**src/common/cco_map.svh**
```systemverilog
// Register offsets, field positions, reset values and rule overview for the control register
// Overview of operation
// - Trigger bit set configures comparator and DAC triggered
// - Standby until external timer trigger arrives
// - Each timer trigger produces one compare
// - Power bit selects low or high speed
// - Invert bit sets comparator output polarity
// - Polarity reaches pin and status when pin disabled (code: only when the module is disabled)
// - Output select picks filtered or raw output
// - Pin enable drives module output when owned
// - Pin enable ignored when pin not owned
// - Module enable off means comparator powered down
// - Same mux input both ports disables comparator
// - Disabled module reads invert bit as status
// - Bypassed filter with count one just samples
`ifndef CCO_MAP_SVH
`define CCO_MAP_SVH
`define CCO_CTRL_IDX 4'h1
`define CCO_CTRL_ADDR 4'h4
`define CCO_STAT_ADDR 4'h8
`define CCO_CTRL_RESET 8'h00
`define CCO_BIT_SAMPLE 7
`define CCO_BIT_WINDOW 6
`define CCO_BIT_TRIG 5
`define CCO_BIT_SPEED 4
`define CCO_BIT_FLIP 3
`define CCO_BIT_OSEL 2
`define CCO_BIT_PIN 1
`define CCO_BIT_EN 0
`define CCO_RESP_OKAY 2'b00
`define CCO_RESP_SLVERR 2'b10
`endif

```
**src/common/cco_pkg.sv**
```systemverilog
// Types for the comparator control register block
package cco_pkg;
   typedef struct packed {
      logic sample_mode_sel;
      logic window_mode_sel;
      logic triggered_compare_on;
      logic speed_power_sel;
      logic polarity_flip;
      logic output_sel;
      logic output_pin_drive_on;
      logic module_enable;
   } cco_ctrl_type;

   typedef enum logic [1:0] {
      CCO_OFF = 2'b00,
      CCO_STANDBY = 2'b01,
      CCO_COMPARE = 2'b11,
      CCO_ACTIVE = 2'b10
   } cco_state_type;
endpackage : cco_pkg

```
**src/verilog/cco_control.sv**
```systemverilog
// Comparator control register one with AXI4-Lite slave and output steering
`timescale 1ns/100ps
`include "cco_map.svh"
module cco_control (
   input wire logic aclk, // Bus clock
   input wire logic aresetn, // Synchronous reset, active low
   input wire logic [3:0] s_axi_awaddr, // Write address
   input wire logic s_axi_awvalid, // Write address valid
   output logic s_axi_awready, // Write address ready
   input wire logic [31:0] s_axi_wdata, // Write data
   input wire logic [3:0] s_axi_wstrb, // Write strobes
   input wire logic s_axi_wvalid, // Write data valid
   output logic s_axi_wready, // Write data ready
   output logic [1:0] s_axi_bresp, // Write response
   output logic s_axi_bvalid, // Write response valid
   input wire logic s_axi_bready, // Write response ready
   input wire logic [3:0] s_axi_araddr, // Read address
   input wire logic s_axi_arvalid, // Read address valid
   output logic s_axi_arready, // Read address ready
   output logic [31:0] s_axi_rdata, // Read data
   output logic [1:0] s_axi_rresp, // Read response
   output logic s_axi_rvalid, // Read data valid
   input wire logic s_axi_rready, // Read data ready
   input wire logic raw_compare_out, // Unfiltered analog result, async
   input wire logic filtered_compare_out, // Filter block output, async
   input wire logic timer_trigger, // External timer trigger level, async
   input wire logic mux_same_input, // Plus and minus mux select equal
   input wire logic pin_owned, // Pin mux gives pin to comparator
   output logic analog_power_on, // Comparator powered
   output logic dac_power_on, // DAC allowed to run in trigger mode
   output logic speed_power_sel, // High speed when high
   output logic sample_mode_sel, // Sampling mode select to filter
   output logic [2:0] filter_count, // Filter count for sampler bypass
   output logic module_compare_out, // Module output after polarity
   output logic pin_out, // Comparator pin output value
   output logic pin_oe, // Comparator pin output enable
   output logic status_compare_out // Output status bit
);
   // ==========================================================
   // Input synchronisers
   // Two flops per async input; only the second is read
   logic [2:0] sync1_reg, sync1_next;
   logic [2:0] sync2_reg, sync2_next;
   logic trig_prev_reg, trig_prev_next;

   always_comb begin
      sync1_next = {timer_trigger, filtered_compare_out, raw_compare_out};
      sync2_next = sync1_reg;
      trig_prev_next = sync2_reg[2];
   end

   always_ff @(posedge aclk) begin
      if (!aresetn) begin
         sync1_reg <= 3'h0;
         sync2_reg <= 3'h0;
         trig_prev_reg <= 1'b0;
      end else begin
         sync1_reg <= sync1_next;
         sync2_reg <= sync2_next;
         trig_prev_reg <= trig_prev_next;
      end
   end

   // Rising edge only, so a long trigger gives one compare
   logic trig_pulse;
   assign trig_pulse = sync2_reg[2] & ~trig_prev_reg;

   // ==========================================================
   // AXI4-Lite write channel
   cco_pkg::cco_ctrl_type ctrl_reg, ctrl_next;
   logic aw_held_reg, aw_held_next;
   logic w_held_reg, w_held_next;
   logic [3:0] awaddr_reg, awaddr_next;
   logic [7:0] wdata_reg, wdata_next;
   logic wstrb0_reg, wstrb0_next;
   logic bvalid_reg, bvalid_next;
   logic [1:0] bresp_reg, bresp_next;

   // ==========================================================
   // Address decode
   // Only address bits 3:2 decode; the low bits are ignored
   logic wr_is_ctrl;
   logic wr_is_stat;
   logic rd_is_ctrl;
   logic rd_is_stat;
   assign wr_is_ctrl = awaddr_reg[3:2] == 2'(`CCO_CTRL_IDX);
   assign wr_is_stat = awaddr_reg[3:2] == 2'(`CCO_STAT_ADDR >> 2);
   assign rd_is_ctrl = s_axi_araddr[3:2] == 2'(`CCO_CTRL_IDX);
   assign rd_is_stat = s_axi_araddr[3:2] == 2'(`CCO_STAT_ADDR >> 2);

   // ==========================================================
   // Write handshake and register update
   // Either half may come first; the response waits for both
   always_comb begin
      aw_held_next = aw_held_reg;
      w_held_next = w_held_reg;
      awaddr_next = awaddr_reg;
      wdata_next = wdata_reg;
      wstrb0_next = wstrb0_reg;
      bvalid_next = bvalid_reg;
      bresp_next = bresp_reg;
      ctrl_next = ctrl_reg;
      if (s_axi_awvalid && s_axi_awready) begin
         aw_held_next = 1'b1;
         awaddr_next = s_axi_awaddr;
      end
      if (s_axi_wvalid && s_axi_wready) begin
         w_held_next = 1'b1;
         wdata_next = s_axi_wdata[7:0];
         wstrb0_next = s_axi_wstrb[0];
      end
      if (aw_held_reg && w_held_reg && !bvalid_reg) begin
         aw_held_next = 1'b0;
         w_held_next = 1'b0;
         bvalid_next = 1'b1;
         if (wr_is_ctrl) begin
            bresp_next = `CCO_RESP_OKAY;
            if (wstrb0_reg) begin
               ctrl_next = cco_pkg::cco_ctrl_type'(wdata_reg);
            end
         end else if (wr_is_stat) begin
            // Status is read only; the write is answered and dropped
            bresp_next = `CCO_RESP_OKAY;
         end else begin
            bresp_next = `CCO_RESP_SLVERR;
         end
      end
      if (bvalid_reg && s_axi_bready) begin
         bvalid_next = 1'b0;
      end
   end

   always_ff @(posedge aclk) begin
      if (!aresetn) begin
         ctrl_reg <= `CCO_CTRL_RESET;
         aw_held_reg <= 1'b0;
         w_held_reg <= 1'b0;
         awaddr_reg <= 4'h0;
         wdata_reg <= 8'h00;
         wstrb0_reg <= 1'b0;
         bvalid_reg <= 1'b0;
         bresp_reg <= 2'b00;
      end else begin
         ctrl_reg <= ctrl_next;
         aw_held_reg <= aw_held_next;
         w_held_reg <= w_held_next;
         awaddr_reg <= awaddr_next;
         wdata_reg <= wdata_next;
         wstrb0_reg <= wstrb0_next;
         bvalid_reg <= bvalid_next;
         bresp_reg <= bresp_next;
      end
   end

   // Ready drops while a half is held, so writes never overlap
   assign s_axi_awready = ~aw_held_reg & ~bvalid_reg;
   assign s_axi_wready = ~w_held_reg & ~bvalid_reg;
   assign s_axi_bvalid = bvalid_reg;
   assign s_axi_bresp = bresp_reg;

   // ==========================================================
   // AXI4-Lite read channel
   logic rvalid_reg, rvalid_next;
   logic [31:0] rdata_reg, rdata_next;
   logic [1:0] rresp_reg, rresp_next;

   always_comb begin
      rvalid_next = rvalid_reg;
      rdata_next = rdata_reg;
      rresp_next = rresp_reg;
      if (s_axi_arvalid && s_axi_arready) begin
         rvalid_next = 1'b1;
         rresp_next = `CCO_RESP_OKAY;
         rdata_next = 32'h0000_0000;
         if (rd_is_ctrl) begin
            rdata_next = {24'h00_0000, ctrl_reg};
         end else if (rd_is_stat) begin
            rdata_next = {31'h0000_0000, status_compare_out};
         end else begin
            rresp_next = `CCO_RESP_SLVERR;
         end
      end else if (rvalid_reg && s_axi_rready) begin
         rvalid_next = 1'b0;
      end
   end

   always_ff @(posedge aclk) begin
      if (!aresetn) begin
         rvalid_reg <= 1'b0;
         rdata_reg <= 32'h0000_0000;
         rresp_reg <= 2'b00;
      end else begin
         rvalid_reg <= rvalid_next;
         rdata_reg <= rdata_next;
         rresp_reg <= rresp_next;
      end
   end

   // One read at a time: no address taken while data waits
   assign s_axi_arready = ~rvalid_reg;
   assign s_axi_rvalid = rvalid_reg;
   assign s_axi_rdata = rdata_reg;
   assign s_axi_rresp = rresp_reg;

   // ==========================================================
   // Trigger mode sequencer
   cco_pkg::cco_state_type state_reg, state_next;
   logic enabled;
   // Equal mux inputs count as disabled
   assign enabled = ctrl_reg.module_enable & ~mux_same_input;

   always_comb begin
      state_next = state_reg;
      unique case (state_reg)
         cco_pkg::CCO_OFF: begin
            if (enabled && ctrl_reg.triggered_compare_on) begin
               state_next = cco_pkg::CCO_STANDBY;
            end else if (enabled) begin
               state_next = cco_pkg::CCO_ACTIVE;
            end
         end
         cco_pkg::CCO_STANDBY: begin
            if (!enabled) begin
               state_next = cco_pkg::CCO_OFF;
            end else if (!ctrl_reg.triggered_compare_on) begin
               state_next = cco_pkg::CCO_ACTIVE;
            end else if (trig_pulse) begin
               state_next = cco_pkg::CCO_COMPARE;
            end
         end
         cco_pkg::CCO_COMPARE: begin
            state_next = enabled ? cco_pkg::CCO_STANDBY : cco_pkg::CCO_OFF;
         end
         cco_pkg::CCO_ACTIVE: begin
            if (!enabled) begin
               state_next = cco_pkg::CCO_OFF;
            end else if (ctrl_reg.triggered_compare_on) begin
               state_next = cco_pkg::CCO_STANDBY;
            end
         end
      endcase
   end

   always_ff @(posedge aclk) begin
      if (!aresetn) begin
         state_reg <= cco_pkg::CCO_OFF;
      end else begin
         state_reg <= state_next;
      end
   end

   // ==========================================================
   // Output path
   logic cmp_out_reg, cmp_out_next;
   logic selected;
   logic running;

   // Comparator runs only while enabled; a set trigger bit means standby outside the one compare cycle
   always_comb begin
      running = 1'b0;
      if (enabled && state_reg == cco_pkg::CCO_COMPARE) begin
         running = 1'b1;
      end else if (enabled && state_reg == cco_pkg::CCO_ACTIVE) begin
         running = ~ctrl_reg.triggered_compare_on;
      end
   end

   // Output holds its last value while in standby
   always_comb begin
      selected = ctrl_reg.output_sel ? sync2_reg[0] : sync2_reg[1];
      cmp_out_next = cmp_out_reg;
      if (!enabled) begin
         cmp_out_next = ctrl_reg.polarity_flip;
      end else if (running) begin
         cmp_out_next = selected ^ ctrl_reg.polarity_flip;
      end
   end

   always_ff @(posedge aclk) begin
      if (!aresetn) begin
         cmp_out_reg <= 1'b0;
      end else begin
         cmp_out_reg <= cmp_out_next;
      end
   end

   assign module_compare_out = cmp_out_reg;
   assign status_compare_out = cmp_out_reg;

   // ==========================================================
   // Pin drive
   // Pin value always follows the module output; enable gates it
   assign pin_out = cmp_out_reg;
   assign pin_oe = pin_owned & ctrl_reg.output_pin_drive_on;

   // ==========================================================
   // Power and mode outputs
   // Sample bit goes to the filter; window bit is stored only
   assign analog_power_on = running;
   assign dac_power_on = running & ctrl_reg.triggered_compare_on;
   assign speed_power_sel = ctrl_reg.speed_power_sel;
   assign sample_mode_sel = ctrl_reg.sample_mode_sel;
   assign filter_count = 3'h1;
endmodule : cco_control

```
**config.mk**
```make
export PLATFORM = sky130hd
export DESIGN_NAME = cco_control
export DESIGN_NICKNAME = d
export VERILOG_FILES = /design/src/common/cco_pkg.sv /design/src/verilog/cco_control.sv
export VERILOG_INCLUDE_DIRS = /design/src /design/src/common
export SDC_FILE = /design/constraint.sdc
export NUM_CORES = 1
export LEC_CHECK = 0
export BUFFER_PORTS_ARGS = -buffer_cell sky130_fd_sc_hd__buf_2
export CORE_ASPECT_RATIO = 0.8
export CORE_MARGIN = 1
export CORE_UTILIZATION = 40
export DETAILED_ROUTE_END_ITERATION = 7
export MAX_ROUTING_LAYER = met4
export PLACE_DENSITY = 0.83
export SETUP_SLACK_MARGIN = 0.1
export SYNTH_ARGS = -nofsm -noshare
export SYNTH_HDL_FRONTEND = slang
export SYNTH_SLANG_ARGS = --single-unit
```
**constraint.sdc**
```tcl
create_clock -name aclk -period 1.37 [get_ports aclk]
set_input_delay 0.2055 -clock aclk [delete_from_list [all_inputs] [get_ports aclk]]
set_output_delay 0.2055 -clock aclk [all_outputs]
set_load 0.02 [all_outputs]
```
==> After elaboration in Yosys (flattened, before gate mapping) <==
Cells that the tools add are included.
{ "word_totals": {"in_bits": 56, "ram_bits": 0, "wordCells": 88, "output_inout_bits": 52, "register_bits": 71, "rom_bits": 0, "n_memories": 0, "latch_bits": 0} }
{ "classes": {"multipliers": 0, "muxes": 22, "shifts": 0, "div": 0, "n_lt_le_gt_ge": 0, "n_eq_ne": 11, "n_addsub": 0, "bitwise": 15, "n_reduce_logical": 17} }
{ "ops": {"columns": ["operator", "count"], "rows": [
  ["$mux 2", 11],
  ["$logic_and 1x1->1", 10],
  ["$mux 1", 9],
  ["$eq 2x2->1 const B", 4],
  ["$mux 8", 1],
  ["$not 1->1", 8],
  ["$pmux 2 s4", 1],
  ["$and 1x1->1", 6],
  ["$eq 2x1->1 const B", 3],
  ["$ne 3x3->1 const B", 2],
  ["$reduce_and 3->1", 2],
  ["$ne 4x4->1 const B", 1],
  ["$reduce_or 2->1", 2],
  ["$logic_not 2->1", 1],
  ["$ne 2x1->1 const B", 1],
  ["$reduce_bool 2->1", 1],
  ["$logic_not 1->1", 1],
  ["$xor 1x1->1", 1]
]} }

==> Longest topological paths before layout <==
Gate-level depths: netlist of run 1.
{ "depth": {"depth_word": 7, "ltp_mapped": 6, "mapped_depth_nobuf": 5} }

==> Worst setup path after synthesis of run 1 <==
No wires, ideal clock.
{ "synth_path": {"kind": "register to output", "start": "register state_reg[0]", "end": "output port dac_power_on", "t_required_ns": 1.165, "arrival_ns": 1.041, "setup_slack_ns": 0.124, "path_stages_with_launch": 4, "path_buffers": 0, "cell_sequence": "dfxtp_1 > nand2b_1 > nand2_1 > nor3_1"} }
{ "synth_between": {"elab_chain_cells": 5, "elab_cells_between_ends": 7, "cone_classes": "2 x eq/ne; 2 x mux; 1 x bitwise; 2 x reduce/logical"} }
{ "synth_rtl": {"columns": ["item", "line_no", "rtl"], "rows": [
  ["from (decl)", "cco_control.sv:207", "cco_pkg::cco_state_type state_reg, state_next;"],
  ["from (signal assigned)", "cco_control.sv:246", "state_reg <= cco_pkg::CCO_OFF;"],
  ["from (signal assigned)", "cco_control.sv:248", "state_reg <= state_next;"],
  ["$eq 2x2->1", "cco_control.sv:263", "end else if (enabled && state_reg == cco_pkg::CCO_ACTIVE) begin"],
  ["$logic_and 1x1->1", "cco_control.sv:263", null],
  ["$mux 1", "cco_control.sv:263", null],
  ["$mux 1 (*)", "cco_control.sv:261", "if (enabled && state_reg == cco_pkg::CCO_COMPARE) begin"],
  ["$and 1x1->1 (*)", "cco_control.sv:300", "assign dac_power_on = running & ctrl_reg.triggered_compare_on;"],
  ["to (decl)", "cco_control.sv:30", "output logic dac_power_on,"]
]} }
Every way passes the cells marked *; elsewhere a longest branch is shown, timed or not.

==> Worst setup path after layout of run 1 <==
Same ends and word-level chain as after synthesis.

==> results of run 1 <==
==> cell families (layout without fill, tap and decap cells) <==
group                      after synthesis  in the layout  share of synthesized area (%)
AOI/OAI and AO/OA                       38             38                           13.3
adders and majority gates                3              3                           1.89
buffers and inverters                   47             68                           15.4
DFF                                     43             43                           43.3
muxes                                   12             12                           6.04
other                                    2             29                          0.377
and+or+nand+nor                         69             69                           19.7
==> cells in the mapped netlist <==
library cell / number / area, um^2
o211ai_1: 1 / 7.51
buf_2: 1 / 5.00
nand3b_2: 1 / 11.3
dfxtp_1: 43 / 861
nor2b_1: 12 / 75.1
nand2b_2: 1 / 8.76
and3b_1: 1 / 8.76
buf_4: 32 / 240
nor3b_2: 3 / 37.5
o211a_1: 2 / 20.0
o21ai_0: 9 / 45.0
clkbuf_1: 6 / 22.5
a211o_1: 1 / 8.76
nand3b_1: 2 / 15.0
nand3_1: 15 / 75.1
a221oi_1: 1 / 8.76
nand2_1: 16 / 60.1
ha_1: 3 / 37.5
buf_6: 1 / 11.3
nor2_1: 4 / 15.0
a21oi_1: 3 / 15.0
conb_1: 2 / 7.51
o311a_1: 1 / 10.0
a21boi_0: 7 / 52.6
nand2b_1: 2 / 12.5
o21a_1: 2 / 15.0
inv_1: 6 / 22.5
a21boi_1: 11 / 82.6
nor3_1: 2 / 10.0
mux2i_1: 12 / 120
clkbuf_2: 1 / 5.00
and2_1: 10 / 62.6
==> worst max path at each step <==
| stage | start | to | cells after the start |
|---|---|---|---|
| 4_1_cts | state_reg[0]$_SDFFE_PN0P_ | dac_power_on | 4 |
| 3_5_place_dp | w_held_reg$_SDFFE_PP0P_ | s_axi_bresp[1]$_SDFFE_PN0P_ | 3 |
| 5_1_grt | state_reg[0]$_SDFFE_PN0P_ | dac_power_on | 4 |
| 6_report | state_reg[0]$_SDFFE_PN0P_ | dac_power_on | 4 |
| 3_3_place_gp | w_held_reg$_SDFFE_PP0P_ | ctrl_reg[3]$_SDFFE_PN0P_ | 3 |
| 2_1_floorplan | state_reg[0]$_SDFFE_PN0P_ | dac_power_on | 3 |
==> power by group through the flow <==
stage	combinational, W	sequential, W	clock (W)
CTS	0.000318	0.00133	0.00104
detailed placement	0.000317	0.00136	0
finish	0.000317	0.00133	0.00102
floorplan	0.000290	0.00136	0
global placement	0.000311	0.00135	0
global route	0.000345	0.00133	0.00110
==> layout make-up <==
| class | instances | area, um^2 |
|---|---|---|
| fillers | 440 | 2350 |
| well taps | 60 | 75.1 |
| repair buffers | 54 | 305 |
| flip-flops and latches | 43 | 868 |
| clock buffers | 6 | 82.6 |
| multi-input cells | 151 | 945 |
| inverters | 6 | 22.5 |
| clock inverters | 2 | 35.0 |
==> routing by layer <==
layer	up-vias	GRT usage, %
met3	5	4.23
met1	677	17.7
met4	0	6.03
li1	745	-
met5	-	-
met2	44	22.2
==> stage by stage <==
stage               cell area [um^2]  std cells  hold WS (ns)  utilization, %  total power (W)
floorplan                       2090        241         0.333               -          0.00165
global placement                2150        310         0.414            46.0          0.00166
detailed placement              2150        310         0.417            46.0          0.00167
CTS                             2310        320         0.103            49.3          0.00268
global route                    2330        322         0.106            49.9          0.00278
finish                          2330        322         0.111            49.9          0.00266
==> repair_timing <==
item / in CTS / in global routing
pin swaps: 1 / 2
resized for setup: 7 / 5
setup endpoints to repair: 2 / 8
hold buffers: 0 / 0
buffers inserted: 2 / 2
==> results.md, run 1 <==
* Run status: complete, no violations
* IO buf count at 47
* Detailed-route DRC error count at 0
* Floorplan row count at 22
* Leak at 1.04 nW
* Synth unique cells at 32
* Sw Ratio at between 20% and 30%
* Final Critical Period at around 1.3 ns
* Number of buffers created by CTS at 5
* Sequential share of power at 49.8%
* Commonest non-fill, non-tap cells in the layout: buf_2, dfxtp_1, conb_1, nand2_1, nand3_1
* Wire length on met3 at approximately 180 um
* Post-layout worst setup margin at between 0.04 and 0.05 ns
* Flop2flop setup slack at between 0.15 and 0.2 ns
* Hold_sp: filtered_compare_out
* Sw Pwr at between 0.0006 and 0.0007 W
* Clock root cell: clkbuf_8
* Placeable Area at approximately 4700 um^2
* Dpl hpwl at about 2700 um
* Critical path peak fanout at 2
* Fin crit share at a little over nine tenths
* Slowest CP cell: dfxtp_2
* Final layout net count at 320
* Number of max-slew violations in the final report at 0
* Number of buffers and inverters on the critical path at 1
* Clk_lat worst skew at 0.30 ns
* Post-route setup TNS at 0 ns
* Worst r2r path cells at 3
* WP data required at 1.16 ns
* Kind of start point of the critical path: flop
* Worst path max stage delay at 0.33 ns
* Worst Hold Endpoint: sync1_reg[1]$_SDFF_PN0_
* Max Clock Skew at just under 0.007 ns
* Arrival time of the worst setup path at 1.11 ns
* CP endpoint kind: output pin
* Area growth from synthesis to layout at 17.3%
* Max Buffers Root-to-Sink at 2
* Fraction of power consumed by the clock network at a little under two fifths
* Worst flop-to-flop path startpoint: ctrl_reg[2]$_SDFFE_PN0P_
* Fraction of final layout cells sized beyond drive strength 1 at 28.6%
* Count of endpoints failing hold in the final timing report at 0
* Starting utilization of the core area at approximately 43%
* Worst ir drop on vdd at about 0.66 mV
* Met1 layer wirelength in the final routing at between 1500 and 2000 um
* Vias in the first global route at approximately 1200
* First DRT Iteration DRCs at 65
* Clock-pin transition on the worst setup and hold timing paths at around 0.08 ns
* Path type of the worst min-delay path: input pin to flop
* Internal power component at ~0.002 W
* CTS tree: done
* I/O pin count at 108
* Cells after synthesis at around 210
* Routed via count divided by cell count at about 4.6
* Share of power burned in combinational logic at around an eighth
* Worst hold path depth at 2
* Drt pass-1 iters at 4
* Post-route ant nets at 0
* Synth warnings at 0
* Length of routed met2 wiring at ~1800 um
* Max Cap Violations at 0
* Weighted congestion at the end of routability-driven global placement at between 0.7 and 0.8
* Flop and latch count out of synthesis at 43
* Path type of the worst setup path: flop to output pin
* Worst Setup Slack post-DPL at roughly 0.20 ns
* Wire length of the first global-routing pass at ~5600 um
* Die Outline Area at roughly 5300 um^2
* Highest clock frequency the design can meet at 0.757 GHz
* Antenna violations before repair at 0
* Critical R2R Capture: module_compare_out$_SDFFE_PN0P_
* Total congestion overflow at 0
* Area of the mapped netlist at between 1500 and 2000 um^2
* Sequential cell area fraction in the yosys report at a little over two fifths
* Synthesized area per cell at between 9 and 10 um^2
* Total global-route track usage at between 10% and 20%
* Total via count after detailed routing at roughly 1500
* Crit path max-delay family: flip-flops
* Floorplan die height at 65.1 um
* RSZ-0062 raised after global routing: true
* Largest net degree at the start of global routing at 27
* Most frequent standard cell in the layout excluding fill and tap cells: buf_2
* Number of endpoints failing setup at the final stage at 0
* Highest routed metal layer: met4
* Post-detailed-routing wire length at 3740 um
* Number of levels in the clock H-tree at 2
* Antenna fix cells at 0
* P per Cell Area at ~1100 nW/um^2
* CTS sink count at 43
* Crit-path cells: nand2b_4 > nand2_4 > nor3_2 > buf_4
* Average wire per cell in the routed design at between 10 and 15 um
* Chip Width at just over 80 um
No activity file was read; power rests on OpenSTA's default activity.
==> inputs of run 2 (changes only) <==
SLEW_MARGIN = 15   (was not set)
clock period = 1.6 ns   (was 1.37 ns; I/O delays follow)
==> run 2 against run 1 <==
Against the previous run:
- sequential power decreased by 14%
- worst hold slack improved by 0.024 ns
- utilization decreased by 0.91 points
- largest cell class unchanged
- non-clock buffer count decreased by 4
- power decreased by 9.5%
- final area decreased by 1.8%
- worst setup slack improved by 0.12 ns
- critical endpoint unchanged
- clock skew about the same
==> results.md, run 2 (synthesized netlist as in run 1, its figures left out) <==
* I/O pin count at 108 (unchanged)
* CTS tree: done
* Number of max-slew violations in the final report at 0 (unchanged)
* Weighted congestion at the end of routability-driven global placement at 0.690 (-2.9%)
* Fin crit share at between 80% and 90%
* Post-detailed-routing wire length at 3600 um (-3.6%)
* P per Cell Area at 1050 nW/um^2 (-7.8%)
* Max Cap Violations at 0 (unchanged)
* Starting utilization of the core area at 42.5% (unchanged)
* Antenna fix cells at 0 (unchanged)
* Chip Width at 80.8 um (unchanged)
* Crit-path cells: nand2b_4 > nand2_1 > nor3_2 > buf_2
* Total power after layout at 0.00241 W (-9.5%)
* Largest net degree at the start of global routing at 31 (+15%)
* Run status: complete, no violations
* Clk_lat worst skew at 0.30 ns (about the same)
* Most frequent standard cell in the layout excluding fill and tap cells: buf_2
* First DRT Iteration DRCs at 51 (-22%)
* Post-route setup TNS at 0 ns (unchanged)
* Detailed-route DRC error count at 0 (unchanged)
* Worst slack on hold paths at 0.135 ns (+0.0243 ns)
* Setup repair bufs after CTS at 0 (-2)
* Post-route non-filler standard cell count at 318 (-1.2%)
* Routed via count divided by cell count at 4.58 (+0.16%)
* RSZ-0062 raised after global routing: false
* Worst Setup Slack post-DPL at 0.379 ns (+0.178 ns)
* Area growth from synthesis to layout at 15.2%
* Kind of start point of the critical path: flop
* CTS-repair resized insts at 2 (-5)
* Leak at 1.01 nW (-2.3%)
* IO buf count at 47 (unchanged)
* Max Buffers Root-to-Sink at 2 (unchanged)
* Total via count after detailed routing at 1455 (-1.1%)
* Placeable Area at 4680 um^2 (unchanged)
* Die Outline Area at 5260 um^2 (unchanged)
* Hold bufs inserted after CTS at 0 (unchanged)
* Path type of the worst min-delay path: input pin to flop
* Post-route ant nets at 0 (unchanged)
* Path type of the worst setup path: flop to output pin
* Post-layout worst setup margin at 0.172 ns (+0.122 ns)
* Total congestion overflow at 0 (unchanged)
* Number of filler instances in the final layout at 438 (-0.45%)
* Drt pass-1 iters at 4 (unchanged)
* Average wire per cell in the routed design at 11.3 um (-2.4%)
* Wire length of the first global-routing pass at 5710 um (+2.6%)
* Highest clock frequency the design can meet at roughly 0.70 GHz
* Antenna violations before repair at 0 (unchanged)
* Final Critical Period at 1.43 ns
* Number of buffers created by CTS at 5 (unchanged)
* Floorplan die height at 65.1 um (unchanged)
* CP endpoint kind: output pin
* WP data required at 1.36 ns (+0.20 ns)
* Final layout net count at 316 (-1.3%)
* Clock-pin transition on the worst setup and hold timing paths at 0.08 ns (about the same)
* Max Clock Skew at 0.00667 ns (-0.000231 ns)
* Clock root cell: clkbuf_8
* Worst path max stage delay at 0.35 ns (+0.02 ns)
* Floorplan row count at 22 (unchanged)
* Slowest CP cell: dfxtp_2
* Fraction of final layout cells sized beyond drive strength 1 at 26.0% (-2.7 points)
* Worst ir drop on vdd at 0.535 mV (-18%)
* Vias in the first global route at 1279 (+3.1%)
* CTS sink count at 43 (unchanged)
* Commonest non-fill, non-tap cells in the layout: buf_2, dfxtp_1, conb_1, nand2_1, nand3_1
* Total global-route track usage at 14.9% (+0.45 points)
* Arrival time of the worst setup path at 1.19 ns (+0.08 ns)
* Critical path peak fanout at 4 (+2)
* # placed instances at 310 (unchanged)
* Number of endpoints failing setup at the final stage at 0 (unchanged)
* Number of levels in the clock H-tree at 2 (unchanged)
* Count of endpoints failing hold in the final timing report at 0 (unchanged)
* Dpl hpwl at 2680 um (+0.95%)
run 2: cell types whose count changed in the layout (fill, tap and decap cells not counted), sizes merged:
| cell | previous run | this run |
|---|---|---|
| buf | 54 | 50 |
| bufinv | 1 | 2 |
| clkbuf | 6 | 5 |
| clkinv | 1 | 0 |
| clkinvlp | 0 | 1 |
run 2: final timing paths:
path	start	endpoint	slack, ns	cells past startpoint
max	state_reg[0]$_SDFFE_PN0P_	dac_power_on	0.17	4
min	filtered_compare_out	sync1_reg[1]$_SDFF_PN0_	0.14	2
max reg2reg	w_held_reg$_SDFFE_PP0P_	ctrl_reg[2]$_SDFFE_PN0P_	0.37	3
min reg2reg	sync1_reg[0]$_SDFF_PN0_	sync2_reg[0]$_SDFF_PN0_	0.44	1
run 2: critical path, delay by kind of cell (launching register included):
family,cells,cell delay [ns]
and+or+nand+nor,3,0.36
DFF,1,0.35
buffers and inverters,1,0.18
run 2: metrics by stage:
| step | utilization, % | area (um^2) |
|---|---|---|
| final | 49.0 | 2290 |
| after global routing | 49.0 | 2290 |
| after CTS | 48.8 | 2280 |
| after detailed placement | 45.7 | 2140 |
| after global placement | 45.7 | 2140 |
| after floorplan | - | 2090 |
run 2: report_power, final:
group,internal [W],switching [W]
logic,0.000100,0.000167
clock network,0.000622,0.000381
registers,0.00111,0.0000269
run 2: routing by layer:
layer | share of wire, % | track usage (%) | vias to the layer above
li1 | - | - | 740
met1 | 46 | 17.5 | 662
met2 | 47 | 23.3 | 46
met3 | 5.1 | 4.23 | 7
met4 | 1.8 | 7.37 | 0
met5 | 0 | - | -
run 2: area by class of cell:
class                   instances  area, um^2  area share (%)
inverters                       6        22.5           0.983
clock inverters                 3        67.6            2.95
repair buffers                 50         258            11.3
clock buffers                   5        68.8            3.00
flip-flops and latches         43         863            37.7
well taps                      60        75.1            3.28
multi-input cells             151         936            40.9
==> inputs of run 3 (changes only) <==
ABC_AREA = 1   (was not set)
==> run 3 against run 2 <==
Against the previous run:
- critical path depth rose by 1
- power fell by 5.2%
- fmax rose by 4.7%
- sequential power barely moved
- sequential share of layout area rose by 0.88 points
- count of clock-buffer cells in the layout did not move
- final area fell by 2.1%
- first-iteration DRC count fell by 7.8%
- clock skew rose by 0.0045 ns
- die area fell by 2.8%
- combinational power rose by 10%
- register-to-register slack barely moved
- largest power group unchanged
- highest routed layer unchanged
==> results.md, run 3 <==
* Run status: complete, no violations
* # placed instances at 360 (+16%)
* Clock root cell: clkbuf_8
* Number of endpoints failing setup at the final stage at 0 (unchanged)
* Final Critical Period at 1.36 ns (-0.0640 ns)
* CTS tree: done
* Combined area of the multi-input logic cells at 810 um^2 (-14%)
* Total via count after detailed routing at 1607 (+10%)
* Weighted congestion at the end of routability-driven global placement at 0.827 (+20%)
* Floorplan row count at 22 (unchanged)
* Crit-path cells: inv_1 > nand2_1 > nand3_2 > nor2_2 > buf_4
* Clock-pin transition on the worst setup and hold timing paths at 0.08 ns (about the same)
* Number of filler instances in the final layout at 500 (+14%)
* Wire length of the first global-routing pass at 5940 um (+4.1%)
* CTS sink count at 43 (unchanged)
* Number of max-slew violations in the final report at 0 (unchanged)
* Floorplan die height at 64.2 um (-1.4%)
* Share of the core filled with cells at 48.5% (-0.47 points)
* Path type of the worst setup path: flop to output pin
* Vias in the first global route at 1342 (+4.9%)
* Post-route non-filler standard cell count at 369 (+16%)
* Post-synth EDFFs at 0 (unchanged)
* I/O pin count at 108 (unchanged)
* Worst Setup Slack post-DPL at 0.388 ns (+0.00865 ns)
* Starting utilization of the core area at 41.8% (-0.74 points)
* Commonest non-fill, non-tap cells in the layout: nor2_1, buf_2, dfxtp_1, nand2_1, conb_1
* Worst Hold Endpoint: sync1_reg[0]$_SDFF_PN0_
* Number of buffers created by CTS at 5 (unchanged)
* RSZ-0062 raised after global routing: false
* Number of levels in the clock H-tree at 2 (unchanged)
* WP data required at 1.36 ns (about the same)
* Worst slack on hold paths at 0.128 ns (-0.00759 ns)
* Total congestion overflow at 0 (unchanged)
* Worst ir drop on vdd at 0.397 mV (-26%)
* Worst r2r path cells at 7 (+4)
* Most used flip-flop cell after synthesis: dfxtp_1
* Flop and latch count out of synthesis at 43 (unchanged)
* Largest net degree at the start of global routing at 16 (-48%)
* Dpl hpwl at 2860 um (+6.6%)
* Library cell with the largest summed area after synthesis: dfxtp_1
* Leak at 1.15 nW (+14%)
* Max Buffers Root-to-Sink at 2 (unchanged)
* Post-layout worst setup margin at 0.236 ns (+0.0640 ns)
* Synth unique cells at 23 (-28%)
* Post-detailed-routing wire length at 3660 um (+1.5%)
* Routed via count divided by cell count at 4.36 (-4.8%)
* Kind of start point of the critical path: flop
* Synth warnings at 0 (unchanged)
* Most frequent standard cell in the layout excluding fill and tap cells: nor2_1
* Area of the mapped netlist at 1930 um^2 (-2.9%)
* Post-route setup TNS at 0 ns (unchanged)
* Most used standard cell by instance count after synthesis: nor2_1
* Antenna violations before repair at 0 (unchanged)
* Cells after synthesis at 259 (+21%)
* Post-route ant nets at 0 (unchanged)
* Total global-route track usage at 15.6% (+0.65 points)
* Arrival time of the worst setup path at 1.12 ns (-0.07 ns)
* Path type of the worst min-delay path: input pin to flop
* Fin crit share at 85.3% (-4.0 points)
* Worst flop-to-flop path startpoint: awaddr_reg[3]$_SDFFE_PN0P_
* Area growth from synthesis to layout at 16.1%
* Final layout net count at 367 (+16%)
* CP endpoint kind: output pin
* Antenna fix cells at 0 (unchanged)
* Placeable Area at 4620 um^2 (-1.2%)
* Critical R2R Capture: ctrl_reg[0]$_SDFFE_PN0P_
* Max Clock Skew at 0.0112 ns (+0.00451 ns)
* Slowest CP cell: dfxtp_1
* Detailed-route DRC error count at 0 (unchanged)
* Max Cap Violations at 0 (unchanged)
* Top cell type's share of synthesized area at 44.6% (+1.3 points)
* Share of flip-flops with an asynchronous set or reset after synthesis at 0% (unchanged)
* Worst path max stage delay at 0.33 ns (-0.02 ns)
* Sequential cell area fraction in the yosys report at 44.6% (+1.3 points)
* Hold bufs inserted after CTS at 0 (unchanged)
* Worst hold path depth at 3 (+1)
* Average wire per cell in the routed design at 9.91 um (-13%)
* Synthesized area per cell at 7.46 um^2 (-20%)
* Cell types with the highest counts after synthesis: nor2_1, dfxtp_1, nand2_1
* Critical path peak fanout at 4 (unchanged)
* Count of endpoints failing hold in the final timing report at 0 (unchanged)
* Die Outline Area at 5110 um^2 (-2.8%)
* Flop2flop setup slack at 0.36 ns (about the same)
* Highest clock frequency the design can meet at 0.733 GHz (+4.7%)
* IO buf count at 47 (unchanged)
* Clk_lat worst skew at 0.30 ns (about the same)
* Drt pass-1 iters at 4 (unchanged)
* First DRT Iteration DRCs at 47 (-7.8%)
* P per Cell Area at 1020 nW/um^2 (-3.2%)
* Dominant cells by area after synthesis: dfxtp_1, buf_4, nor2_1
* Fraction of final layout cells sized beyond drive strength 1 at 23.3% (-2.7 points)
* Hold_sp: raw_compare_out
* Register cell area after layout at 865 um^2 (+0.14%)
* Chip Width at 79.7 um (-1.4%)
run 3: critical path: cells and delay by family (launching register included):
family                 cells  cell delay, ns
buffers and inverters      2            0.21
DFF                        1            0.33
and+or+nand+nor            3            0.30
run 3: layer usage:
| layer | part of all wire [%] | track usage [%] | vias up |
|---|---|---|---|
| met3 | 5.7 | 5.29 | 4 |
| met4 | 1.2 | 6.14 | 0 |
| li1 | - | - | 845 |
| met1 | 46 | 17.7 | 703 |
| met2 | 47 | 25.1 | 55 |
| met5 | 0 | - | - |
run 3: logic make-up (layout without fill, tap and decap cells):
group                    count (synthesis)  after routing  synth area share, %
flip-flops                              43             43                 44.6
AND/OR/NAND/NOR                        104            104                 23.3
buffers and inverters                   66             89                 18.9
other                                    2             29                0.389
AO/OA/AOI/OAI                           41             41                 10.9
adder cells (fa/ha/maj)                  3              3                 1.94
run 3: final cells by class:
cell class	count	share of cell area, %
clock inverters	3	1.95
multi-input cells	177	36.1
well taps	60	3.35
flip-flops and latches	43	38.6
clock buffers	5	3.07
inverters	30	5.02
repair buffers	51	11.9
run 3: timing repair:
item / 4_1_cts / 5_1_grt
cloned: 0 / 0
endpoints found under the setup margin: 1 / 2
gates resized for setup: 1 / 3
hold endpoints to repair: 0 / 0
setup buffers: 0 / 1
run 3: how the worst max path moves through the flow:
| stage | from | to | slack (ns) | cells past startpoint |
|---|---|---|---|---|
| floorplan | s_axi_bvalid$_SDFFE_PP0P_ | awaddr_reg[3]$_SDFFE_PN0P_ | 0.38 | 4 |
| global placement | ctrl_reg[0]$_SDFFE_PN0P_ | dac_power_on | 0.41 | 5 |
| detailed placement | ctrl_reg[0]$_SDFFE_PN0P_ | dac_power_on | 0.39 | 5 |
| CTS | ctrl_reg[0]$_SDFFE_PN0P_ | dac_power_on | 0.14 | 5 |
| global route | ctrl_reg[0]$_SDFFE_PN0P_ | dac_power_on | 0.13 | 5 |
| finish | state_reg[0]$_SDFFE_PN0P_ | dac_power_on | 0.24 | 5 |
run 3: where the power goes:
part | internal (W) | leakage [nW] | switching [W] | total (W)
Sequential | 0.00112 | 0.353 | 0.0000327 | 0.00115
Clock | 0.000464 | 0.0581 | 0.000367 | 0.000831
Combinational | 0.0000903 | 0.741 | 0.000205 | 0.000295
Total | 0.00168 | 1.15 | 0.000605 | 0.00228
run 3: stage by stage:
step | instance area [um^2] | power (W)
finish | 2240 | 0.00228
floorplan | 2030 | 0.00144
CTS | 2230 | 0.00231
detailed placement | 2110 | 0.00148
global placement | 2110 | 0.00147
global route | 2240 | 0.00240
